### config.mk
export PLATFORM = sky130hd
export DESIGN_NAME = memory_input_capture
export DESIGN_NICKNAME = d
export VERILOG_FILES = /design/src/rtl/mem_capture_pkg.sv /design/src/rtl/beat_buffer.sv /design/src/rtl/memory_input_capture.sv
export SDC_FILE = /design/constraint.sdc
export NUM_CORES = 1
export LEC_CHECK = 0
export ABC_AREA = 1
export BUFFER_PORTS_ARGS = -buffer_cell sky130_fd_sc_hd__buf_2
export CORE_MARGIN = 2
export CORE_UTILIZATION = 57
export DETAILED_ROUTE_END_ITERATION = 8
export PLACE_DENSITY = 0.75
export SKIP_CTS_REPAIR_TIMING = 1
export SYNTH_ARGS = -nofsm -noshare
export SYNTH_HDL_FRONTEND = slang
export SYNTH_SLANG_ARGS = --single-unit
### constraint.sdc
create_clock -name sys_clk -period 1.9 [get_ports sys_clk]
set_clock_uncertainty 0.2 [all_clocks]
set_input_delay 0.19 -clock sys_clk [delete_from_list [all_inputs] [get_ports sys_clk]]
set_output_delay 0.19 -clock sys_clk [all_outputs]
set_load 0.05 [all_outputs]
### src/rtl/mem_capture_pkg.sv
// Purpose: Shared constants and types for the memory input capture block.
// Assumes: All pins are sampled by sys_clk at 50 MHz through 3 flip-flops.
// Notes:   Input vector bit positions are fixed here and used everywhere.
package mem_capture_pkg;

  // ==========================================================
  // Widths
  localparam int DATA_W = 18;
  localparam int ADDR_W = 23;
  localparam int BANK_W = 3;
  localparam int IN_W = 52;
  localparam int BEAT_W = BANK_W + ADDR_W + 1 + DATA_W;

  // ==========================================================
  // Positions inside the sampled pin vector
  localparam int P_DATA = 0;
  localparam int P_MASK = 18;
  localparam int P_ADDR = 19;
  localparam int P_BANK = 42;
  localparam int P_CS = 45;
  localparam int P_WE = 46;
  localparam int P_REF = 47;
  localparam int P_CKT = 48;
  localparam int P_CKC = 49;
  localparam int P_DKT = 50;
  localparam int P_DKC = 51;

  // ==========================================================
  // Write burst: beats taken per write command
  localparam logic [1:0] BURST_BEATS = 2'h2;
  localparam logic [1:0] LAST_BEAT = 2'h1;

  // ==========================================================
  // Commands and write states, one-hot
  typedef enum logic [3:0] {
    CMD_READ = 4'h1,
    CMD_WRITE = 4'h2,
    CMD_REFRESH = 4'h4,
    CMD_MODE = 4'h8
  } cmd_kind_e;

  typedef enum logic [1:0] {
    WR_IDLE = 2'h1,
    WR_BURST = 2'h2
  } wr_state_e;

  // Both control pins low loads the mode register
  function automatic cmd_kind_e decode_cmd(input logic we_n,
                                           input logic ref_n);
    case ({we_n, ref_n})
      2'b00: decode_cmd = CMD_MODE;
      2'b01: decode_cmd = CMD_WRITE;
      2'b10: decode_cmd = CMD_REFRESH;
      default: decode_cmd = CMD_READ;
    endcase
  endfunction : decode_cmd

endpackage : mem_capture_pkg

### src/rtl/beat_buffer.sv
// Purpose: Two-entry buffer for write beats, head always registered.
// Assumes: Single clock domain, sys_clk.
// Notes:   in_ready drops only when both entries hold a beat.
`timescale 1ns/1ps
module beat_buffer #(
  parameter int WIDTH = 45
) (
  input wire logic sys_clk,
  input wire logic nrst,
  input wire logic in_valid,
  input wire logic [WIDTH-1:0] in_data,
  output logic in_ready,
  output logic out_valid,
  output logic [WIDTH-1:0] out_data,
  input wire logic out_ready
);

  typedef struct packed {
    logic h_v;
    logic [WIDTH-1:0] h_d;
    logic t_v;
    logic [WIDTH-1:0] t_d;
  } buf_s;

  buf_s r;
  buf_s n;

  // ==========================================================
  // Next state
  always_comb begin
    n = r;
    if (r.h_v && out_ready) begin
      n.h_v = r.t_v;
      n.h_d = r.t_d;
      n.t_v = 1'b0;
    end
    if (in_valid && !r.t_v) begin
      if (!n.h_v) begin
        n.h_v = 1'b1;
        n.h_d = in_data;
      end else begin
        n.t_v = 1'b1;
        n.t_d = in_data;
      end
    end
  end

  always_ff @(posedge sys_clk or negedge nrst) begin
    if (!nrst) begin
      r <= '0;
    end else begin
      r <= n;
    end
  end

  assign in_ready = ~r.t_v;
  assign out_valid = r.h_v;
  assign out_data = r.h_d;
endmodule : beat_buffer

### src/rtl/memory_input_capture.sv
// Purpose: Capture command, address, write data and mask from the pins.
// Assumes: Pin clocks are slow enough for sys_clk to sample every phase.
// Notes:   Pins pass three flops; a change counts when stages 2 and 3 agree.
`timescale 1ns/1ps

module memory_input_capture
  import mem_capture_pkg::*;
(
  input wire logic sys_clk,
  input wire logic nrst,
  input wire logic cmd_clk_true,
  input wire logic cmd_clk_comp,
  input wire logic [mem_capture_pkg::ADDR_W-1:0] addr,
  input wire logic [mem_capture_pkg::BANK_W-1:0] bank,
  input wire logic cs_n,
  input wire logic we_n,
  input wire logic ref_n,
  input wire logic wdata_clk_true,
  input wire logic wdata_clk_comp,
  input wire logic [mem_capture_pkg::DATA_W-1:0] wdata,
  input wire logic write_mask,
  output logic cmd_valid,
  output mem_capture_pkg::cmd_kind_e cmd_kind,
  output logic [mem_capture_pkg::ADDR_W-1:0] cmd_addr,
  output logic [mem_capture_pkg::BANK_W-1:0] cmd_bank,
  output logic [mem_capture_pkg::ADDR_W-1:0] mode_cfg,
  output logic wr_valid,
  output logic [mem_capture_pkg::BEAT_W-1:0] wr_beat,
  input wire logic wr_ready,
  output logic wr_overrun
);
  import mem_capture_pkg::*;

  typedef struct packed {
    logic [IN_W-1:0] s1;
    logic [IN_W-1:0] s2;
    logic [IN_W-1:0] s3;
    logic [IN_W-1:0] st;
    logic ck_lvl;
    logic dk_lvl;
    logic cmd_valid;
    cmd_kind_e cmd_kind;
    logic [ADDR_W-1:0] cmd_addr;
    logic [BANK_W-1:0] cmd_bank;
    logic [ADDR_W-1:0] mode_cfg;
    wr_state_e wr_state;
    logic [1:0] wr_left;
    logic [ADDR_W-1:0] wr_addr;
    logic [BANK_W-1:0] wr_bank;
    logic pend_v;
    logic [BEAT_W-1:0] pend;
    logic overrun;
  } state_s;

  localparam state_s STATE_RST = '{
    cmd_kind: CMD_READ,
    wr_state: WR_IDLE,
    default: '0
  };

  state_s r;
  state_s n;
  logic [IN_W-1:0] pins;
  logic [IN_W-1:0] agree;
  logic ck_now;
  logic ck_rise;
  logic dk_now;
  logic dk_edge;
  logic cmd_go;
  cmd_kind_e cmd_dec;
  logic beat_in;
  logic take;
  logic buf_ready;

  // ==========================================================
  // Pin sampling and edge finding
  assign pins = {wdata_clk_comp, wdata_clk_true, cmd_clk_comp, cmd_clk_true,
                 ref_n, we_n, cs_n, bank, addr, write_mask, wdata};
  assign agree = ~(r.s2 ^ r.s3);

  // A pair with both phases equal is in transit; keep the old level
  assign ck_now = (r.st[P_CKT] != r.st[P_CKC]) ? r.st[P_CKT] : r.ck_lvl;
  assign ck_rise = ck_now & ~r.ck_lvl;
  assign dk_now = (r.st[P_DKT] != r.st[P_DKC]) ? r.st[P_DKT] : r.dk_lvl;
  assign dk_edge = dk_now ^ r.dk_lvl;

  assign cmd_go = ck_rise & ~r.st[P_CS];
  assign cmd_dec = decode_cmd(r.st[P_WE], r.st[P_REF]);
  assign beat_in = dk_edge && (r.wr_state == WR_BURST);
  assign take = r.pend_v & buf_ready;

  // ==========================================================
  // Next state
  always_comb begin
    n = r;
    n.s1 = pins;
    n.s2 = r.s1;
    n.s3 = r.s2;
    n.st = (agree & r.s3) | (~agree & r.st);
    n.ck_lvl = ck_now;
    n.dk_lvl = dk_now;
    n.cmd_valid = 1'b0;
    if (take) begin
      n.pend_v = 1'b0;
    end

    // Decode only with select low; a burst runs on regardless
    if (cmd_go) begin
      n.cmd_valid = 1'b1;
      n.cmd_kind = cmd_dec;
      n.cmd_addr = r.st[P_ADDR +: ADDR_W];
      n.cmd_bank = r.st[P_BANK +: BANK_W];
      if (cmd_dec == CMD_MODE) begin
        n.mode_cfg = r.st[P_ADDR +: ADDR_W];
      end
    end

    case (r.wr_state)
      WR_IDLE: begin
        n.wr_left = 2'h0;
      end
      WR_BURST: begin
        if (dk_edge) begin
          n.wr_left = r.wr_left - 2'h1;
          if (r.wr_left == LAST_BEAT) begin
            n.wr_state = WR_IDLE;
          end
          // Masked beats never reach the array
          if (!r.st[P_MASK]) begin
            if (!r.pend_v || take) begin
              n.pend_v = 1'b1;
              n.pend = {r.wr_bank, r.wr_addr, r.wr_left == LAST_BEAT,
                        r.st[P_DATA +: DATA_W]};
            end else begin
              // Sink stalled past three beats (pend plus both entries): beat lost, flag sticks
              n.overrun = 1'b1;
            end
          end
        end
      end
      default: begin
        n.wr_state = WR_IDLE;
      end
    endcase

    // A new write restarts the burst, even mid-burst
    if (cmd_go && cmd_dec == CMD_WRITE) begin
      n.wr_state = WR_BURST;
      n.wr_left = BURST_BEATS;
      n.wr_addr = r.st[P_ADDR +: ADDR_W];
      n.wr_bank = r.st[P_BANK +: BANK_W];
    end
  end

  always_ff @(posedge sys_clk or negedge nrst) begin
    if (!nrst) begin
      r <= STATE_RST;
    end else begin
      r <= n;
    end
  end

  // ==========================================================
  // Beat buffer toward the array
  beat_buffer #(
    .WIDTH(BEAT_W)
  ) u_buf (
    .sys_clk(sys_clk),
    .nrst(nrst),
    .in_valid(r.pend_v),
    .in_data(r.pend),
    .in_ready(buf_ready),
    .out_valid(wr_valid),
    .out_data(wr_beat),
    .out_ready(wr_ready)
  );

  assign cmd_valid = r.cmd_valid;
  assign cmd_kind = r.cmd_kind;
  assign cmd_addr = r.cmd_addr;
  assign cmd_bank = r.cmd_bank;
  assign mode_cfg = r.mode_cfg;
  assign wr_overrun = r.overrun;
endmodule : memory_input_capture

# --- After elaboration in Yosys (flattened, before gate mapping) ---
# Index checks and enable logic that the tools add are counted.
op_classes:
  reduce_logical: 14
  n_mux: 20
  addsub: 1
  bitwise: 15
  eq_ne: 12
ops:
  columns: ["cell", "count"]
  rows:
  - ["two-way mux 47 bit", 4]
  - ["bitwise AND 52 bit", 2]
  - ["inverter 52 bit", 2]
  - ["two-way mux 46 bit", 2]
  - ["two-way mux 92 bit", 1]
  - ["two-way mux 54 bit", 1]
  - ["OR 52 bit", 1]
  - ["bitwise XOR 52 bit", 1]
  - ["two-way mux 45 bit", 1]
  - ["two-way mux 30 bit", 1]
  - ["two-way mux 23 bit", 1]
  - ["one-hot mux 4 bit (3 select lines)", 1]
  - ["one-hot mux 2 bit (2 select lines)", 2]
  - ["AND reduction 4 bit", 2]
  - ["equality test 2 x 1 -> 1 bit, second input constant", 3]
  - ["AND reduction 2 bit", 3]
  - ["inverter 1 bit", 5]
  - ["equality test 2 bit, second input constant", 2]
  - ["equality test 4 x 2 -> 1 bit, second input constant", 1]
  - ["equality test 4 bit, second input constant", 1]
  - ["two-way mux 1 bit", 4]
  - ["two-way mux 4 bit", 1]
  - ["bitwise AND 1 bit", 3]
  - ["logical AND 1 bit", 3]
  - ["12 further kinds", 14]
totals:
  word_cells: 84
  output_inout_bits: 101
  reg_bits: 433

# --- Longest topological paths before layout ---
# Gate-level depths: netlist of the first run.
logic_depth:
  ltp_word: 7
  ltp_mapped: 8
  ltp_nobuf: 7

# --- By module ---
# A second synthesis of the first run with hierarchy kept.
hier_totals:
  hier_cells: 1436
  hier_area_um2: 16114.2
modules_own_cells:
  columns: ["module", "n_inst", "area_each_um2", "seq_area_each_um2", "cells_each"]
  rows:
  - ["memory_input_capture", 1, 11328.4, 8535.7, 837]
  - ["beat_buffer", 1, 4785.8, 2302.2, 599]

# --- Least setup slack after synthesis of the first run ---
# Ideal clock, no wire load.
synth_path:
  kind: "register to register"
  start: "reg u_buf.r, in the netlist u_buf.out_valid"
  end: "reg u_buf.r, in the netlist u_buf.out_data[26]"
  t_arrival_ps: 1395
  path_slack_ps: 223
  path_stages_with_launch: 6
  required_time_ps: 1618
  cell_sequence: "dfrtp_1 > nand2_2 > clkinv_2 > buf_2 > nand2_1 > a31oi_1"
synth_rtl:
  columns: ["element", "line", "text"]
  rows:
  - ["start, declared", "beat_buffer.sv:25", "buf_s r;"]
  - ["start signal, assigned", "beat_buffer.sv:52", "r <= n;"]

# --- Worst setup path after layout of the first run ---
layout_path:
  start: "reg r, in the netlist cmd_kind[0]"
  end: "out cmd_kind[0]"
layout_rtl:
  columns: ["element", "line", "text"]
  rows:
  - ["start, declared", "memory_input_capture.sv:61", "state_s r;"]
  - ["start signal, assigned", "memory_input_capture.sv:159", "r <= n;"]
  - ["end, declared", "memory_input_capture.sv:23", "output mem_capture_pkg::cmd_kind_e cmd_kind,"]
# No word-level cell between the ends.

==> results of run 1 <==
final cells by class:
| cell class | instances | area [sq um] | share of cell area |
|---|---|---|---|
| inverters | 132 | 497 | 0.0274 |
| multi-input cells | 612 | 3150 | 0.174 |
| flip-flops and latches | 433 | 10800 | 0.598 |
| repair buffers | 237 | 1720 | 0.0951 |
| clock inverters | 21 | 303 | 0.0167 |
| clock buffers | 56 | 1200 | 0.0660 |
| well taps | 341 | 427 | 0.0235 |
cells in the mapped netlist:
cell type,instances,area share
dfstp_2,2,0.0034
nor2_4,1,0.00073
or2_2,1,0.00040
nor2_1,49,0.012
nand2_2,4,0.0016
buf_6,9,0.0065
o21ai_1,56,0.018
o21ai_0,85,0.027
nand2_1,274,0.066
clkbuf_2,1,0.00032
maj3_1,52,0.034
nand3b_2,1,0.00073
clkbuf_1,15,0.0036
nand4_1,2,0.00081
ha_1,1,0.00081
o21ai_2,27,0.015
a31o_2,1,0.00056
buf_4,108,0.052
inv_2,2,0.00048
dfrtp_1,431,0.69
a31oi_1,45,0.018
clkinv_2,1,0.00032
nand3_2,3,0.0019
buf_2,17,0.0055
nand3_1,4,0.0013
a21oi_1,5,0.0016
inv_1,129,0.031
o31ai_1,1,0.00048
kinds of logic after synthesis:
kind of cell	synth area share
buf+inv	0.100
flops	0.698
compound gates	0.0815
simple gates	0.0856
fa+ha+maj	0.0343
through the flow:
step | power (uW) | hold slack (ns) | instance area [sq um] | setup WS [ns]
6_report | 23300 | 0.0194 | 18100 | 0.187
5_1_grt | 24400 | 0.0367 | 18100 | 0.0515
4_1_cts | 23500 | -0.577 | 17600 | 0.163
3_5_place_dp | 14600 | -0.00876 | 16100 | 0.222
3_3_place_gp | 14500 | -0.0169 | 16100 | 0.311
2_1_floorplan | 14200 | -0.306 | 15500 | 0.223
worst max-delay path by stage:
stage	startpoint	endpoint	depth (start not counted)
2_1_floorplan	u_buf.out_valid	u_buf.out_data[26]	5
3_3_place_gp	r[46]	r[17]	7
3_5_place_dp	register	r[13]	7
4_1_cts	cmd_kind[0]	cmd_kind[0]	1
5_1_grt	u_buf.out_valid	u_buf.out_data[41]	4
6_report	cmd_kind[0]	cmd_kind[0]	1
power by group:
group / switching, uW / internal, uW
clock: 3360 / 5410
sequential: 540 / 10200
combinational: 2830 / 965
total: 6730 / 16600
routing by layer:
metal  up-vias  routed length (um)  GRT usage
met5         -                   0          0
met4         0                 599     0.0609
met3        46                1520     0.0419
met2       226               13500      0.318
met1      4485               12400      0.281
li1       4379                   -          -
==> results.cfg, run 1 <==
[run_status]
status = completed

[critical_path]
r2r_setup_slack_ns = 0.20
arrival_ns = 1.32
rr_worst_depth = 4
cpPeakStageDelay_ns = 0.53
critPathBufInv = 1
cpMaxStageDelayCell = dfstp_2
cp-end-kind = output pin
critPathMaxFanout = 2
path_class = reg2out
critPathTopFamily = flip-flops
timing.rr.start = u_buf.out_valid
required_ns = 1.51
crit_chain = buf_2
r2r_end = u_buf.out_data[41]
crit_path_start_kind = register

[routing]
drc = 0
drt-total-wl_mm = 28.1
wl_per_cell_um = 15.3
dr.pass1.iters = 5
drtIter0Drc = 592
avgViaCountPerCell = 4.99
dr_total_vias = 9136
ant_nets = 0

[clock_network]
ctsHtreeMaxLevel = 2
clk_pin_slew_worst_paths_ns = 0.06
clk_path_buf_depth = 3
cts_num_sinks = 433
cts_buffers = 43
root_buffer = clkbuf_16
cts_tree = built
clk_latency_ns = 0.53

[sta]
maxSlewViolCount = 0
setup_tns_ns = 0
setup-violations-final = 0
fin_crit_sh = 0.902
worst_pin_slew_ns = 0.550
fmax_mhz = 584
finalHoldViolations = 0
rsz0062_at_grt = no
min_period_ns = 1.71
slew_headroom = 0.633

[power]
leakagePower_uw = 0.00885
irDropWorstVdd_mv = 1.29
power_density_nw_per_um2 = 1290

[grt]
grt.overflow.total = 0
grt.total_usage = 0.199
antenna_found_initial = 0
grt_pass1_wl_mm = 45.4
grt_max_degree = 62
grt_pass1_vias = 8921

[logic_synthesis]
syn-num-nets = 1383
synth_cell_types = 28
synth-seq-area-share = 0.698
yosys_warnings = 0
syn_avg_cell_area_sq_um = 11.7
synth_area_sq_um = 15500
synthCells = 1327
synth_seq_cells = 433

[final_layout]
fin_util = 0.675
drive_gt1_frac = 0.199
nets = 1515
layout_common_cells = 431 x dfrtp_1, 273 x nand2_1, 154 x buf_2, 129 x inv_1, 85 x o21ai_0
filler_cell_count = 1919
final_common_cell = dfrtp_1
diodes = 0
final_cells = 1832
area_growth_pct = 16.8

[placement]
gp_congestion = 0.760
portBuffers = 155
dp_hpwl_mm = 17.8
placed_cells = 1701

[floorplanning]
core_sq_um = 26900
pin_count = 156
die_h_um = 169
rows = 60
die_w_um = 169
initial_utilization = 0.577
die_area_sq_um = 28600

[hold_path]
hp-class = in2async

[job]
maxCapViolations = 0
Note: power is estimated with default switching activity, not from simulation.
==> run 2, diff against run 1 <==
--- a/config.mk
+++ b/config.mk
@@ -7,11 +7,14 @@
 export LEC_CHECK = 0
 export ABC_AREA = 1
 export BUFFER_PORTS_ARGS = -buffer_cell sky130_fd_sc_hd__buf_2
+export CORE_ASPECT_RATIO = 0.7
 export CORE_MARGIN = 2
 export CORE_UTILIZATION = 57
 export DETAILED_ROUTE_END_ITERATION = 8
 export PLACE_DENSITY = 0.75
+export SETUP_SLACK_MARGIN = 0.3
 export SKIP_CTS_REPAIR_TIMING = 1
 export SYNTH_ARGS = -nofsm -noshare
 export SYNTH_HDL_FRONTEND = slang
+export SYNTH_HIERARCHICAL = 1
 export SYNTH_SLANG_ARGS = --single-unit
==> run 2 against run 1 <==
  * The flow now finishes with violations (hold timing)
  * Worst hold slack got worse by 0.048 ns
  * Power fell by 1.7%
  * Synthesized cell count is 8.2% higher
  * Cell count up 9.4%
  * Core utilization up 3.5 points
  * Clock-buffer cell count rose by 7
  * Non-clock buffer count increased by 55
  * Die area grew 3.8%
  * Combinational power up 7.9%
  * Critical path depth rose by 7
  * Flip-flop and latch count unchanged
  * Critical endpoint is now r[6]
==> results.cfg, run 2 <==
[run_status]
status = finished with violations
violations = hold timing

[logic_synthesis]
synthXorXnorAreaFrac = 0
synthTopCellsByCount = 431 x dfrtp_1, 406 x nand2_1, 103 x buf_4, 85 x nand3_1
synth_top_area_frac = 0.669
synth_top_flop_cell = dfrtp_1
synthArstFlopShare = 1.00
synthCells = 1436
synth_top_family_by_area = simple AND/OR/NAND/NOR gates
synth_compound_area_frac = 0.0478
synth_area_sq_um = 16100
synth_cell_types = 32
synth.area.mux_share = 0
synth_fa_ha_area_frac = 0.0331
synth-seq-area-share = 0.673
synth_seq_cells = 433
synth_edf_count = 0
syn-num-nets = 1492
synthTopCellsByArea = dfrtp_1 67%, nand2_1 9.5%, buf_4 4.8%, maj3_1 3.2%, nand3_1 2.6%
syn_avg_cell_area_sq_um = 11.2
yosysTopAreaCell = dfrtp_1
yosys_warnings = 6
yosysMostFrequentCell = dfrtp_1
synth-simple-area-share = 0.154

[sta]
hold_slack_ns = -0.0282
min_period_ns = 1.75
worst_pin_slew_ns = 0.430
fin_crit_sh = 0.921
finalHoldViolations = 29
maxSlewViolCount = 0
setup_tns_ns = 0
rsz0062_at_grt = yes
slew_headroom = 0.713
setup-violations-final = 0
fmax_mhz = 572

[clock_network]
clk_pin_slew_worst_paths_ns = 0.06
clk_latency_ns = 0.54
cts_buffers = 40
ctsHtreeMaxLevel = 2
root_buffer = clkbuf_16
cts_tree = built
cts_num_sinks = 433
clk_path_buf_depth = 3

[placement]
portBuffers = 155
gp_congestion = 0.796
dp_hpwl_mm = 19.9
placed_cells = 1829

[routing]
dr.pass1.iters = 6
dr_total_vias = 10800
ant_nets = 0
drt-total-wl_mm = 37.3
drtIter0Drc = 1059
drc = 0
avgViaCountPerCell = 5.40
wl_per_cell_um = 18.6

[power]
power.internal_uw = 16000
irDropWorstVdd_mv = 1.51
leakagePower_uw = 0.00995
p_sw_frac = 0.301
pwr-share-comb = 0.179
p_seq_frac = 0.472
clockPowerShare = 0.349
power_density_nw_per_um2 = 1160
switchingPower_uw = 6890

[floorplanning]
die_area_sq_um = 29700
pin_count = 156
initial_utilization = 0.579
die_w_um = 205
core_sq_um = 27800
die_h_um = 145
rows = 51

[grt]
grt_max_degree = 75
grt_pass1_vias = 9754
antenna_found_initial = 0
grt_pass1_wl_mm = 51.3
grt.total_usage = 0.220
grt.overflow.total = 0

[final_layout]
layout_common_cells = 429 x dfrtp_1, 361 x nand2_1, 105 x buf_2, 83 x nand3_1, 80 x inv_1
diodes = 0
filler_cell_count = 1939
final_cells = 2004
drive_gt1_frac = 0.269
multiInputGateArea_sq_um = 4170
nets = 1658
final_common_cell = dfrtp_1
register_area_sq_um = 10800
area_growth_pct = 22.5

[critical_path]
path_class = reg2reg
required_ns = 2.12
cp-startpoint = r[46]
arrival_ns = 1.97
critPathMaxFanout = 8
crit_path_start_kind = register
cp-end-kind = register
timing.rr.start = r[46]

[hold_path]
hp-class = in2async

[job]
maxCapViolations = 0
## run 2: cell count changes in the layout (fill, tap and decap cells not counted), moves of 41 or more
cell,change
a31oi_1,-45
nor2_1,-46
o21ai_0,-41
nand2_1,+88
inv_1,-49
nand4_1,+44
buf_2,-49
nand3_1,+79
## run 2: cell families after synthesis
kind of cell    Yosys count
buf+inv                 255
fa+ha+maj                53
simple gates            566
flops                   433
compound gates          129
## run 2: per-layer routing
| layer | up-vias | track usage | share of wire |
|---|---|---|---|
| met5 | - | 0 | 0 |
| met4 | 0 | 0.0682 | 0.024 |
| met3 | 82 | 0.0430 | 0.080 |
| met2 | 504 | 0.331 | 0.47 |
| met1 | 5381 | 0.329 | 0.43 |
| li1 | 4863 | - | - |
## run 2: power by group through the flow
stage | logic (uW) | clock network [uW] | registers [uW]
floorplan | 3430 | 0 | 10800
global placement | 3660 | 0 | 10900
detailed placement | 3750 | 0 | 10900
CTS | 3770 | 8170 | 10800
global route | 4400 | 8630 | 10900
finish | 4100 | 8010 | 10800
## run 2: layout make-up
class / instances / share of cell area
flip-flops and latches: 433 / 0.549
multi-input cells: 749 / 0.211
well taps: 371 / 0.0235
repair buffers: 292 / 0.132
inverters: 86 / 0.0166
clock buffers: 63 / 0.0611
clock inverters: 10 / 0.00596
## run 2: worst paths after layout
check	cells past startpoint	slack (ns)	endpoint
max	8	0.15	r[6]
min reg2reg	0	0.15	n[222]
max in group asynchronous	3	0.77	mode_cfg[5]
min	2	-0.03	async pin
max reg2reg	8	0.15	r[6]
min in group sys_clk	6	0.02	u_buf/out_data[18]
## run 2: metrics by stage
step | setup WS, ns | util | cell area (sq um) | power (uW) | hold WS, ns
floorplan | 0.365 | - | 16100 | 14200 | -0.306
global placement | 0.314 | 0.597 | 16600 | 14500 | -0.0730
detailed placement | 0.255 | 0.597 | 16600 | 14700 | -0.0685
CTS | -0.163 | 0.644 | 17900 | 22700 | -0.634
global route | 0.107 | 0.710 | 19700 | 23900 | -0.0128
finish | 0.150 | 0.710 | 19700 | 22900 | -0.0282
## run 2: critical path, cell delays in order, from the launching register on
cell and delay [ns]:
dfrtp_1 0.42, inv_1 0.14, nor2_2 0.06, nor2_2 0.14, nand3b_4 0.18, buf_12 0.21
clkbuf_16 0.17, nand2_2 0.05, o21ai_1 0.05
==> run 3, diff against run 2 <==
--- a/config.mk
+++ b/config.mk
@@ -11,6 +11,8 @@
 export CORE_MARGIN = 2
 export CORE_UTILIZATION = 57
 export DETAILED_ROUTE_END_ITERATION = 8
+export GPL_ROUTABILITY_DRIVEN = 1
+export MAX_ROUTING_LAYER = met4
 export PLACE_DENSITY = 0.75
 export SETUP_SLACK_MARGIN = 0.3
 export SKIP_CTS_REPAIR_TIMING = 1
==> run 3 against run 2 <==
  * The run still ends with hold timing left
  * First-iteration DRC count shrank 9.9%
  * Clock power is essentially flat
  * Critical endpoint is now r[41]
  * Design area is essentially flat
  * Register-to-register slack is essentially flat
  * Sequential power is essentially flat
  * Power is essentially flat
  * Worst hold slack lost 0.0040 ns
  * Flip-flop and latch count is the same
  * Sequential share of layout area is essentially flat
  * Die area is the same
  * Highest routed layer unchanged
==> results.cfg, run 3 (synthesized netlist as in run 2, its figures left out) <==
[critical_path]
r2r_setup_slack_ns = 0.15
arrival_ns = 1.96
rr_worst_depth = 8
crit_path_start_kind = register
timing.rr.start = r[46]
path_class = reg2reg
required_ns = 2.12
r2r_end = r[41]
cp-end-kind = register
critPathMaxFanout = 8

[final_layout]
drive_gt1_frac = 0.269
area_growth_pct = 22.6
final_cells = 2004
nets = 1658
layout_common_cells = 429 x dfrtp_1, 362 x nand2_1, 105 x buf_2, 83 x nand3_1, 80 x inv_1
fin_area_sq_um = 19800
diodes = 0
filler_cell_count = 1947
final_common_cell = dfrtp_1

[sta]
setup-violations-final = 0
rsz0062_at_grt = yes
min_period_ns = 1.75
worst_pin_slew_ns = 0.436
finalHoldViolations = 29
slew_headroom = 0.709
setup_tns_ns = 0
fin_crit_sh = 0.919
fmax_mhz = 572
hold_slack_ns = -0.0321
maxSlewViolCount = 0

[power]
total_power_uw = 22900
irDropWorstVdd_mv = 1.52
leakagePower_uw = 0.00995
power_density_nw_per_um2 = 1160

[grt]
use_met3 = 0.0401
grtUsageMet2 = 0.331
busiest_layer = met1
grt_pass1_wl_mm = 51.3
antenna_found_initial = 0
grt_pass1_vias = 9731
grtUsageMet1 = 0.333
grt_max_degree = 75
grt.total_usage = 0.228
grt.overflow.total = 0

[placement]
portBuffers = 155
placed_cells = 1829
gp_congestion = 0.810
place_area_sq_um = 16600
dp_hpwl_mm = 19.9

[run_status]
violations = hold timing
status = finished with violations

[clock_network]
cts_num_sinks = 433
clk_pin_slew_worst_paths_ns = 0.06
clk_latency_ns = 0.55
cts_buffers = 40
ctsHtreeMaxLevel = 2
clk_path_buf_depth = 3
cts_tree = built
root_buffer = clkbuf_16

[routing]
wl_per_cell_um = 18.5
drc = 0
avgViaCountPerCell = 5.42
dr_total_vias = 10900
drtIter0Drc = 954
ant_nets = 0
drt-total-wl_mm = 37.0
dr.pass1.iters = 5

[floorplanning]
rows = 51
die_w_um = 205
core_sq_um = 27800
initial_utilization = 0.579
die_area_sq_um = 29700
die_h_um = 145
pin_count = 156

[job]
maxCapViolations = 0

[hold_path]
hp-class = in2async
-- run 3: cell count changes in the layout (fill, tap and decap cells not counted) --
| cell | delta |
|---|---|
| buf_12 | -1 |
| buf_4 | +2 |
| buf_6 | -2 |
| buf_8 | +1 |
| nand2_1 | +1 |
| nand2_2 | -5 |
| nand2_4 | +4 |
| o21ai_0 | -2 |
| o21ai_1 | +1 |
| o21ai_4 | +1 |
-- run 3: through the flow --
step | worst slack (ns) | utilization
6_report | 0.153 | 0.710
4_1_cts | -0.163 | 0.644
5_1_grt | 0.113 | 0.710
2_1_floorplan | 0.365 | -
3_5_place_dp | 0.255 | 0.597
3_3_place_gp | 0.314 | 0.597
-- run 3: layout make-up --
| cell class | instances | area, sq um | area share |
|---|---|---|---|
| clock inverter | 10 | 118 | 0.00595 |
| timing repair buffer | 292 | 2600 | 0.132 |
| inverter | 86 | 328 | 0.0166 |
| multi-input combinational | 749 | 4200 | 0.213 |
| sequential | 433 | 10800 | 0.549 |
| tap | 371 | 464 | 0.0235 |
| clock buffer | 63 | 1210 | 0.0611 |
-- run 3: routing by layer --
metal	wire length (um)	part of all wire
met3	2910	0.079
met4	917	0.025
met5	0	0
met1	15900	0.43
met2	17300	0.47
-- run 3: how the worst max path moves through the flow --
stage                     slack [ns]                 end  cells after the start             from
after detailed placement        0.26               r[32]                      7      u_buf/r[45]
final                           0.15               r[41]                      8            r[46]
after CTS                      -0.16            wr_valid                      2  u_buf/out_valid
after floorplan                 0.37         u_buf/r[10]                      5  u_buf/out_valid
after global placement          0.31  u_buf/out_data[17]                      6      u_buf/r[45]
after global routing            0.11               r[41]                      8            r[46]
-- run 3: report_power, final --
group / total [uW] / switching (uW) / internal (uW) / leakage (uW)
combinational: 4100 / 2940 / 1160 / 0.00384
sequential: 10800 / 603 / 10200 / 0.00546
clock: 8030 / 3370 / 4650 / 0.000652
total: 22900 / 6910 / 16000 / 0.00995
-- run 3: worst max-delay path, stage by stage, from the launching register on --
cell       delay, ns
dfrtp_1         0.42
inv_1           0.14
nor2_2          0.06
nor2_2          0.14
nand3b_4        0.18
buf_12          0.21
clkbuf_16       0.17
nand2_2         0.05
o21ai_1         0.05
